**src/hw/dmir_params.svh**
```systemverilog
/*
 Constants for the module identification readback block: command codes,
 fixed byte values and reset values.
 Assumes it is included once by each design file that needs it.
*/
// Contract
// - First byte after ID command is dummy
// - Command DA returns first identification byte second
// - Commands DB, DC return second, third bytes
// - ID commands answered in every operating state
// - ID bytes fixed across every kind of reset
`ifndef DMIR_PARAMS_SVH
`define DMIR_PARAMS_SVH

`define DMIR_CMD_IDENT_FIRST 8'hda
`define DMIR_CMD_IDENT_SECOND 8'hdb
`define DMIR_CMD_IDENT_THIRD 8'hdc
`define DMIR_DUMMY_BYTE 8'h00
`define DMIR_DATA_RESET 8'h00
`define DMIR_STROBE_IDLE 2'h3
`define DMIR_BUS_IDLE 9'h000

`endif

```
**src/hw/dmir_pkg.sv**
```systemverilog
/*
 Types for the module identification readback block.
 Assumes nothing of its surroundings.
*/
package dmir_pkg;

	typedef enum logic [2:0] {
		st_idle = 3'b001,
		st_dummy = 3'b010,
		st_ident = 3'b100
	} dmir_state_t;

	typedef enum logic [1:0] {
		sel_first = 2'h0,
		sel_second = 2'h1,
		sel_third = 2'h2
	} dmir_sel_t;

endpackage : dmir_pkg

```
**src/hw/dmir_sync.sv**
```systemverilog
/*
 Two-flop synchroniser for a group of pin inputs.
 Assumes the inputs are levels that stay put for several clock periods.
*/
`timescale 1ns/100ps
module dmir_sync #(
	parameter int W = 1,
	parameter logic [W-1:0] RST = '0
) (
	// Clock and reset.
	input wire logic sys_clk,
	input wire logic resetn,
	// Pin side and synchronised side.
	input wire logic [W-1:0] d,
	output logic [W-1:0] q
);
	logic [W-1:0] meta_q;
	logic [W-1:0] meta_d;
	logic [W-1:0] q_d;

	always_comb begin
		meta_d = d;
		q_d = meta_q;
	end

	always_ff @(posedge sys_clk or negedge resetn) begin
		if (!resetn) begin
			meta_q <= RST;
			q <= RST;
		end else begin
			meta_q <= meta_d;
			q <= q_d;
		end
	end

endmodule : dmir_sync

```
**src/hw/dmir_top.sv**
```systemverilog
/*
 Identification readback for the host command port of a display driver.
 A write strobe with the select low carries a command byte; the three
 identification read commands arm a two-byte readback: a dummy byte and
 then the chosen identification byte, each driven while the read strobe
 is low. Any other command disarms the readback.
 Assumes the host pins are asynchronous to sys_clk and that each strobe
 level and the bus data stay put for at least five clock periods.
*/
`timescale 1ns/100ps
`include "dmir_params.svh"
module dmir_top
	import dmir_pkg::*;
#(
	// Identification byte values; the defaults are arbitrary.
	parameter logic [7:0] IDENT_BYTE_FIRST = 8'h5a,
	parameter logic [7:0] IDENT_BYTE_SECOND = 8'h6b,
	parameter logic [7:0] IDENT_BYTE_THIRD = 8'h7c
) (
	// Clock and reset.
	input wire logic sys_clk,
	input wire logic resetn,
	// Host strobes and select.
	input wire logic data_command_select,
	input wire logic read_strobe_n,
	input wire logic write_strobe_n,
	// Host data bus, split into its three signals.
	input wire logic [7:0] data_in,
	output logic [7:0] data_out,
	output logic data_oe_n
);
	logic [1:0] strobe_s;
	logic [8:0] bus_s;
	logic rd_n_s;
	logic wr_n_s;
	logic dc_sel_s;
	logic [7:0] din_s;
	logic rd_n_prev_q;
	logic wr_n_prev_q;
	logic rd_fall;
	logic rd_rise;
	logic wr_rise;
	logic cmd_write;

	dmir_sync #(
		.W(2),
		.RST(`DMIR_STROBE_IDLE)
	) u_sync_strobe (
		.sys_clk(sys_clk),
		.resetn(resetn),
		.d({read_strobe_n, write_strobe_n}),
		.q(strobe_s)
	);

	dmir_sync #(
		.W(9),
		.RST(`DMIR_BUS_IDLE)
	) u_sync_bus (
		.sys_clk(sys_clk),
		.resetn(resetn),
		.d({data_command_select, data_in}),
		.q(bus_s)
	);

	assign rd_n_s = strobe_s[1];
	assign wr_n_s = strobe_s[0];
	assign dc_sel_s = bus_s[8];
	assign din_s = bus_s[7:0];

	// Edge detection on the synchronised strobes.
	logic rd_n_prev_d;
	logic wr_n_prev_d;

	always_comb begin
		rd_n_prev_d = rd_n_s;
		wr_n_prev_d = wr_n_s;
	end

	always_ff @(posedge sys_clk or negedge resetn) begin
		if (!resetn) begin
			rd_n_prev_q <= 1'b1;
			wr_n_prev_q <= 1'b1;
		end else begin
			rd_n_prev_q <= rd_n_prev_d;
			wr_n_prev_q <= wr_n_prev_d;
		end
	end

	assign rd_fall = rd_n_prev_q & ~rd_n_s;
	assign rd_rise = ~rd_n_prev_q & rd_n_s;
	assign wr_rise = ~wr_n_prev_q & wr_n_s;
	assign cmd_write = wr_rise & ~dc_sel_s;

	// Readback sequencer. No power mode gates it, so the commands are
	// answered in sleep, idle, partial and normal alike.
	dmir_state_t state_q;
	dmir_state_t state_d;
	dmir_sel_t sel_q;
	dmir_sel_t sel_d;
	logic [7:0] ident_byte;

	always_comb begin
		case (sel_q)
			sel_first: ident_byte = IDENT_BYTE_FIRST;
			sel_second: ident_byte = IDENT_BYTE_SECOND;
			sel_third: ident_byte = IDENT_BYTE_THIRD;
			default: ident_byte = IDENT_BYTE_FIRST;
		endcase
	end

	always_comb begin
		state_d = state_q;
		sel_d = sel_q;
		if (cmd_write) begin
			case (din_s)
				`DMIR_CMD_IDENT_FIRST: begin
					state_d = st_dummy;
					sel_d = sel_first;
				end
				`DMIR_CMD_IDENT_SECOND: begin
					state_d = st_dummy;
					sel_d = sel_second;
				end
				`DMIR_CMD_IDENT_THIRD: begin
					state_d = st_dummy;
					sel_d = sel_third;
				end
				default: begin
					state_d = st_idle;
				end
			endcase
		end else if (rd_rise) begin
			case (state_q)
				st_dummy: state_d = st_ident;
				st_ident: state_d = st_idle;
				st_idle: state_d = st_idle;
				default: state_d = st_idle;
			endcase
		end
	end

	always_ff @(posedge sys_clk or negedge resetn) begin
		if (!resetn) begin
			state_q <= st_idle;
			sel_q <= sel_first;
		end else begin
			state_q <= state_d;
			sel_q <= sel_d;
		end
	end

	// Bus driver. Data is loaded at a read falling edge in st_dummy or st_ident and held,
	// with the enable low, until the read strobe returns high.
	logic [7:0] data_d;
	logic oe_n_d;

	always_comb begin
		data_d = data_out;
		oe_n_d = data_oe_n;
		if (rd_fall) begin
			case (state_q)
				st_dummy: begin
					data_d = `DMIR_DUMMY_BYTE;
					oe_n_d = 1'b0;
				end
				st_ident: begin
					data_d = ident_byte;
					oe_n_d = 1'b0;
				end
				st_idle: oe_n_d = 1'b1;
				default: oe_n_d = 1'b1;
			endcase
		end else if (rd_n_s) begin
			oe_n_d = 1'b1;
		end
	end

	always_ff @(posedge sys_clk or negedge resetn) begin
		if (!resetn) begin
			data_out <= `DMIR_DATA_RESET;
			data_oe_n <= 1'b1;
		end else begin
			data_out <= data_d;
			data_oe_n <= oe_n_d;
		end
	end
endmodule : dmir_top

```
**config.mk**
```make
export PLATFORM = sky130hd
export DESIGN_NAME = dmir_top
export DESIGN_NICKNAME = d
export VERILOG_FILES = /design/src/hw/dmir_pkg.sv /design/src/hw/dmir_sync.sv /design/src/hw/dmir_top.sv
export VERILOG_INCLUDE_DIRS = /design/src /design/src/hw
export SDC_FILE = /design/constraint.sdc
export NUM_CORES = 1
export LEC_CHECK = 0
export CAP_MARGIN = 0
export CORE_MARGIN = 3
export CORE_UTILIZATION = 25
export CTS_CLUSTER_SIZE = 28
export DETAILED_ROUTE_END_ITERATION = 10
export DONT_BUFFER_PORTS = 1
export SYNTH_ARGS = -nofsm -noshare
export SYNTH_HDL_FRONTEND = slang
export SYNTH_SLANG_ARGS = --single-unit
export TNS_END_PERCENT = 10
```
**constraint.sdc**
```tcl
create_clock -name sys_clk -period 1.3 [get_ports sys_clk]
set_input_delay 0.26 -clock sys_clk [delete_from_list [all_inputs] [get_ports sys_clk]]
set_output_delay 0.26 -clock sys_clk [all_outputs]
set_load 0.1 [all_outputs]
```
; After elaboration in Yosys (flattened, before gate mapping)
; Index checks and enable logic that the tools add are counted.
[totals]
word_cells = 43
input_bits = 13
output_inout_bits = 9
reg_bits = 38
[classes]
n_bitwise = 8
reduce_logical = 8
n_eq_ne = 7
n_mux = 10
[ops]
columns = op, n
row1 = $eq 8x8->1 const B, 3
row2 = $pmux 8 s2, 1
row3 = $pmux 6 s2, 1
row4 = $mux 3, 3
row5 = $pmux 2 s3, 1
row6 = $reduce_bool 2->1, 3
row7 = $and 1x1->1, 4
row8 = $not 1->1, 4
row9 = $reduce_and 2->1, 2
row10 = $eq 3x2->1 const B, 1
row11 = $eq 3x3->1 const B, 1
row12 = $mux 1, 3
row13 = $reduce_bool 3->1, 1
row14 = $reduce_or 3->1, 1
row15 = $eq 2x1->1 const B, 1
row16 = $eq 2x2->1 const B, 1
row17 = $mux 2, 1
row18 = $reduce_or 2->1, 1

; Longest topological paths before layout
; Gate-level depths: netlist of run 1.
[depth]
word_depth = 4
depth_mapped = 3
mapped_depth_nobuf = 3

; Modules after synthesis
; A second synthesis of run 1 with hierarchy kept.
[hier_totals]
cells_unflattened = 81
area_unflattened_um2 = 1263.7
[modules_own_cells]
columns = module, n_inst, cells_each, area_each_um2, seq_area_each_um2
row1 = dmir_top, 1, 59, 708.2, 355.3
row2 = dmir_sync at u_sync_bus, 1, 18, 450.4, 450.4
row3 = dmir_sync at u_sync_strobe, 1, 4, 105.1, 105.1

; Worst setup path after synthesis of run 1
; Ideal clock, no wire load.
[synth_path]
kind = register to output
start = reg, netlist name data_out[3]
end = out data_out[6]
t_arrival_ns = 1.356
slack_ns = -0.316
stages_incl_launch_ff = 2
path_cell_list = dfrtp_1 -> buf_4
[synth_lines]
columns = item, line
row1 = "end, declared", dmir_top.sv:29  ; output logic [7:0] data_out,

; Final worst setup path of run 1
[layout_path]
start = reg data_oe_n
end = out data_oe_n
[layout_lines]
columns = item, line
row1 = "start, declared", dmir_top.sv:30  ; output logic data_oe_n
row2 = "start signal, assigned", dmir_top.sv:184  ; data_oe_n <= oe_n_d;
; No word-level cell between the ends.

==> results.ini, run 1 <==
[synth]
synth-edff-count=0
avgSynthCellArea_um2=15.71
synthesis.nets=98
syn_inst=81
ys_seq_area_share_pct=71.58
ys.flop_type=dfrtp_1
ys_ff_latch=36
ys_async_sr_fraction_pct=100.0
yosys-top-cells-area=dfrtp_1 (55%), dfstp_2 (17%), ha_1 (3.9%)
synth_top_cell_area_share_pct=55.06
synth_area_um2=1272
yosys_warnings=0
yosysUniqueCellTypes=32
synth_top_area_cell=dfrtp_1

[cells_and_area]
final_nets=127
final_common_cell=dfrtp_1
final_cell_mix=dfrtp_1 (27), dlygate4sd3_1 (12), dfstp_2 (8)
n_antenna_cell=0
syn2layout_area_growth_pct=38.05
layout-drive-gt1-share_pct=30.63

[grt]
grt_pass1_vias=774
grt_overflow=0
grt_max_degree=37
grt_use_total_pct=7.734
antenna_found_initial=0
grt_pass1_wl_um=3553

[detailed_routing]
drtIter0Drc=23
drt-total-wl_um=2061
wl_met1_um=816
viasPerCell=4.112
vias=732
wl_met2_um=1070
dr.pass1.iters=4
antenna_left=0
routedWlPerCell_um=11.58
wl_met3_um=164
top_layer=met4
drc=0

[worst_setup_path]
crit_arrival_ns=1.02
setup.worst_path.start_class=flop
end_kind=output pin
crit_fanout=2
cp.required_ns=1.04
slowest_delay_ns=0.56
path_buf_inv=1
criticalPathCategory=reg2out
crit_slowest_cell=dfstp_2
cp_top_family=flip-flops
path_cells=buf_12

[timing]
setup_viol=0
hold_viol=0
finalClockSkew_ns=0.005519
max_freq_mhz=780.3
drv_slew=0
rsz0062_at_grt=yes
timing.final.crit_share_pct=98.58
finalCriticalPeriod_ns=1.282
finalSetupTns_ns=0

[place]
portBuffers=0
dpl.hpwl_um=1331
gp_congestion=0.7485

[power]
ir_drop_mv=0.9475
p_switching_mw=0.4376
clockPowerShare_pct=42.3
pwr_density_cell_nw_per_um2=1262
p_leak_nw=0.7645
combPwrFrac_pct=4.2
switching_share_pct=19.73
pwr-share-seq_pct=53.5
totalPowerFinal_mw=2.217
power.internal_mw=1.780

[flow_run]
cap_viol_max_count=0

[die]
die_x_um=77.35
die_area_um2=5982
rows=25
design.core.area_um2=4817
start_util_pct=26.42
pin_count=22
fp.dieH_um=77.35

[clock_tree]
cts_htree_levels=2
clock_sinks=36
cts_buffers=5
cts_tree=done
clk_pin_slew_ns=0.07
cts_buffer_depth=2
clock-root-buffer=clkbuf_8
clk_latency_ns=0.28

[worst_hold_path]
min_path_type=reg2reg

[run_status]
outcome=complete, no violations

-- flip-flops by register name, indices dropped and copies added (netlist names) --
name,count
u_sync_bus.meta_q,9
u_sync_bus.q,9
data_out,6
state_q,3
sel_q,2
u_sync_strobe.meta_q,2
u_sync_strobe.q,2
data_oe_n,1
rd_n_prev_q,1
wr_n_prev_q,1
-- layer usage --
metal | track usage (%) | vias to the layer above
met2 | 12.69 | 30
met3 | 4.408 | 2
met4 | 2.491 | 0
li1 | - | 341
met1 | 8.420 | 359
met5 | 0 | -
-- repair_timing --
item | in CTS | in global routing
hold buffers | 13 | 0
gates resized for setup | 1 | 0
pin swaps | 0 | 4
endpoints found under the setup margin | 2 | 6
endpoints found under the hold margin | 47 | 0
buffers inserted | 0 | 2
-- logic make-up after synthesis --
group / after synthesis / share of synthesized area (%)
AO/OA/AOI/OAI: 15 / 9.735
XOR/XNOR: 1 / 0.6884
adder cells (fa/ha/maj): 4 / 3.933
buffers and inverters: 5 / 2.064
flip-flops: 36 / 71.58
multiplexers: 1 / 0.7867
other: 1 / 0.2947
AND/OR/NAND/NOR: 18 / 10.92
-- per-stage QoR --
stage               setup WS, ns  std cells  utilization (%)  hold slack (ns)  instance area [um2]
finish                   0.01845        178            36.47           0.3487                 1757
floorplan                0.05557         81                -         -0.03559                 1276
detailed placement      -0.03885        155            30.88         -0.03462                 1488
global placement         0.04205        155            30.88         -0.03470                 1488
global route            -0.02283        178            36.47           0.3572                 1757
CTS                     0.004178        176            36.16           0.3511                 1742
-- power by group through the flow --
stage | registers (mW) | clock network, mW | logic (mW)
2_1_floorplan | 1.20 | 0 | 0.0317
4_1_cts | 1.19 | 0.964 | 0.0904
5_1_grt | 1.19 | 1.02 | 0.102
3_3_place_gp | 1.20 | 0 | 0.0333
6_report | 1.19 | 0.939 | 0.0921
3_5_place_dp | 1.21 | 0 | 0.0338
-- synthesized netlist by cell type (2+ instances only) --
| library cell | count |
|---|---|
| dfrtp_1 | 28 |
| dfstp_2 | 8 |
| ha_1 | 4 |
| o2bb2ai_1 | 4 |
| inv_1 | 3 |
| a21oi_1 | 2 |
| a22o_1 | 2 |
| and3b_1 | 2 |
| buf_4 | 2 |
| nand2_1 | 2 |
| nand4b_1 | 2 |
| nor2b_1 | 2 |
-- cell type report --
class                           instances  area [um2]
Clock inverter                          2       35.03
Sequential cell                        36       914.6
Clock buffer                            6       72.57
Tap cell                               67       83.83
Fill cell                             472        3060
Multi-Input combinational cell         40       341.6
Inverter                                3       11.26
Timing Repair Buffer                   24       297.8
-- worst paths after layout --
kind | start | to | slack, ns | cells past startpoint
setup / recovery | data_oe_n | data_oe_n | 0.02 | 1
hold / removal | u_sync_bus.meta_q[2] | u_sync_bus.q[2] | 0.35 | 0
setup reg to reg | rd_n_prev_q | data_out[0] | 0.04 | 3
hold reg to reg | u_sync_bus.meta_q[2] | u_sync_bus.q[2] | 0.35 | 0
max in group asynchronous | resetn | u_sync_strobe.meta_q[0] | 0.64 | 2
min in group asynchronous | resetn | u_sync_bus.q[5] | 0.41 | 2
Power figures use the tool's default switching activity.
==> run 2, diff against run 1 <==
--- a/config.mk
+++ b/config.mk
@@ -8,10 +8,11 @@
 export LEC_CHECK = 0
 export CAP_MARGIN = 0
 export CORE_MARGIN = 3
-export CORE_UTILIZATION = 25
+export CORE_UTILIZATION = 50
 export CTS_CLUSTER_SIZE = 28
 export DETAILED_ROUTE_END_ITERATION = 10
 export DONT_BUFFER_PORTS = 1
+export PLACE_DENSITY = 0.68
 export SYNTH_ARGS = -nofsm -noshare
 export SYNTH_HDL_FRONTEND = slang
 export SYNTH_SLANG_ARGS = --single-unit
==> run 2 against run 1 <==
The flow now finishes with violations (negative setup slack). Clock power is 42% lower. Worst setup slack got worse by 0.053 ns. Combinational power is 2% lower. First-iteration DRC count decreased by 70%. Sequential power barely moved. Non-clock buffer count down 2. Largest cell class unchanged.
==> results.ini, run 2 (same netlist as run 1, synthesis figures left out) <==
[worst_setup_path]
crit_slowest_cell=dfstp_2
end_kind=output pin
cp.required_ns=1.04
slowest_delay_ns=0.57
setup.worst_path.start_class=flop
path_cells=buf_12
path_buf_inv=1
cp_top_family=flip-flops
crit_arrival_ns=1.07
criticalPathCategory=reg2out
crit_fanout=2

[power]
p_leak_nw=0.7310
totalPowerFinal_mw=1.824
ir_drop_mv=1.028
pwr_density_cell_nw_per_um2=1104

[timing]
hold_viol=0
holdWs_ns=0.3484
fin_ws_ns=-0.03416
max_freq_mhz=749.5
finalSetupTns_ns=-0.03416
rsz0062_at_grt=yes
finalCriticalPeriod_ns=1.334
finalClockSkew_ns=0.01114
drv_slew=0
timing.final.crit_share_pct=102.6
setup_viol=1

[grt]
grt_pass1_wl_um=3063
grt_pass1_vias=706
grt_max_degree=37
grt_use_total_pct=13.20
grt_overflow=0
antenna_found_initial=0

[worst_hold_path]
min_path_type=reg2reg

[detailed_routing]
drtIter0Drc=7
top_layer=met4
routedWlPerCell_um=13.27
viasPerCell=5.263
wl_met2_um=969
drt-total-wl_um=1818
dr.pass1.iters=2
vias=721
antenna_left=0
drc=0
wl_met3_um=94
wl_met1_um=721

[place]
placedCellCount=116
gp_congestion=0.6684
portBuffers=0
dpl.hpwl_um=1201
placedInstanceArea_um2=1439
pre_cts_slack_ns=-0.04653

[clock_tree]
clk_latency_ns=0.32
post-cts-setup-buffers=0
clock-root-buffer=clkbuf_4
clk_pin_slew_ns=0.11
cts_buffers=5
cts_buffer_depth=2
cts_tree=done
clock_sinks=36
cts_htree_levels=2

[cells_and_area]
n_fill_cell=144
layout-drive-gt1-share_pct=31.19
finalNonFillerCells=137
multi_input_area_um2=350.3
syn2layout_area_growth_pct=29.79
final_area_um2=1652
final_common_cell=dfrtp_1
final_nets=125
largestRegisters=u_sync_bus.meta_q: 9 flops, u_sync_bus.q: 9 flops, data_out: 6 flops
seq_area_um2=914.6
final_cell_mix=dfrtp_1 (27), dlygate4sd3_1 (12), dfstp_2 (8)
final_core_util_pct=71.24
n_antenna_cell=0

[die]
die_x_um=56.45
rows=17
design.core.area_um2=2318
start_util_pct=54.88
die_area_um2=3186
pin_count=22
fp.dieH_um=56.45

[run_status]
violations=negative setup slack
outcome=finished with violations

[flow_run]
cap_viol_max_count=0

run 2: cell types whose count changed in the layout (fill, tap and decap cells not counted):
| cell | previous run | this run |
|---|---|---|
| buf_6 | 0 | 1 |
| clkbuf_4 | 0 | 5 |
| buf_4 | 5 | 2 |
| clkinvlp_4 | 0 | 1 |
| bufinv_16 | 1 | 0 |
| a21oi_2 | 0 | 1 |
| clkbuf_8 | 5 | 0 |
| a21oi_1 | 2 | 1 |
| or3_4 | 0 | 1 |
| or3_1 | 1 | 0 |
run 2: layout make-up:
type | instances | area share [%]
Tap cell | 28 | 2.121
Timing Repair Buffer | 22 | 17.35
Clock inverter | 2 | 0.7576
Multi-Input combinational cell | 40 | 21.21
Clock buffer | 6 | 2.500
Inverter | 3 | 0.6818
Sequential cell | 36 | 55.38
run 2: power breakdown:
part / internal, mW / switching, mW / total (mW)
registers: 1.17 / 0.0205 / 1.19
clock network: 0.209 / 0.339 / 0.547
logic: 0.0431 / 0.0473 / 0.0905
run 2: final timing paths:
| path | startpoint | to | slack (ns) | depth (start not counted) |
|---|---|---|---|---|
| setup reg to reg | rd_n_prev_q | data_out[0] | 0.02 | 3 |
| min in group asynchronous | resetn | data_out[0] | 0.37 | 2 |
| hold reg to reg | u_sync_bus.meta_q[1] | u_sync_bus.q[1] | 0.35 | 0 |
| max in group asynchronous | resetn | u_sync_strobe.meta_q[0] | 0.67 | 2 |
| hold / removal | u_sync_bus.meta_q[1] | u_sync_bus.q[1] | 0.35 | 0 |
| setup / recovery | data_oe_n | data_oe_n | -0.03 | 1 |
run 2: routing by layer:
metal  vias up  track usage [%]
met5         -                0
met4         0            7.119
met3         5            5.517
met2        22            21.78
met1       362            14.24
li1        332                -
run 2: repair_timing:
action / CTS / global route
setup endpoints to repair: 5 / 8
pin swaps: 2 / 1
hold buffers: 13 / 0
hold endpoints to repair: 47 / 0
resized for setup: 1 / 3
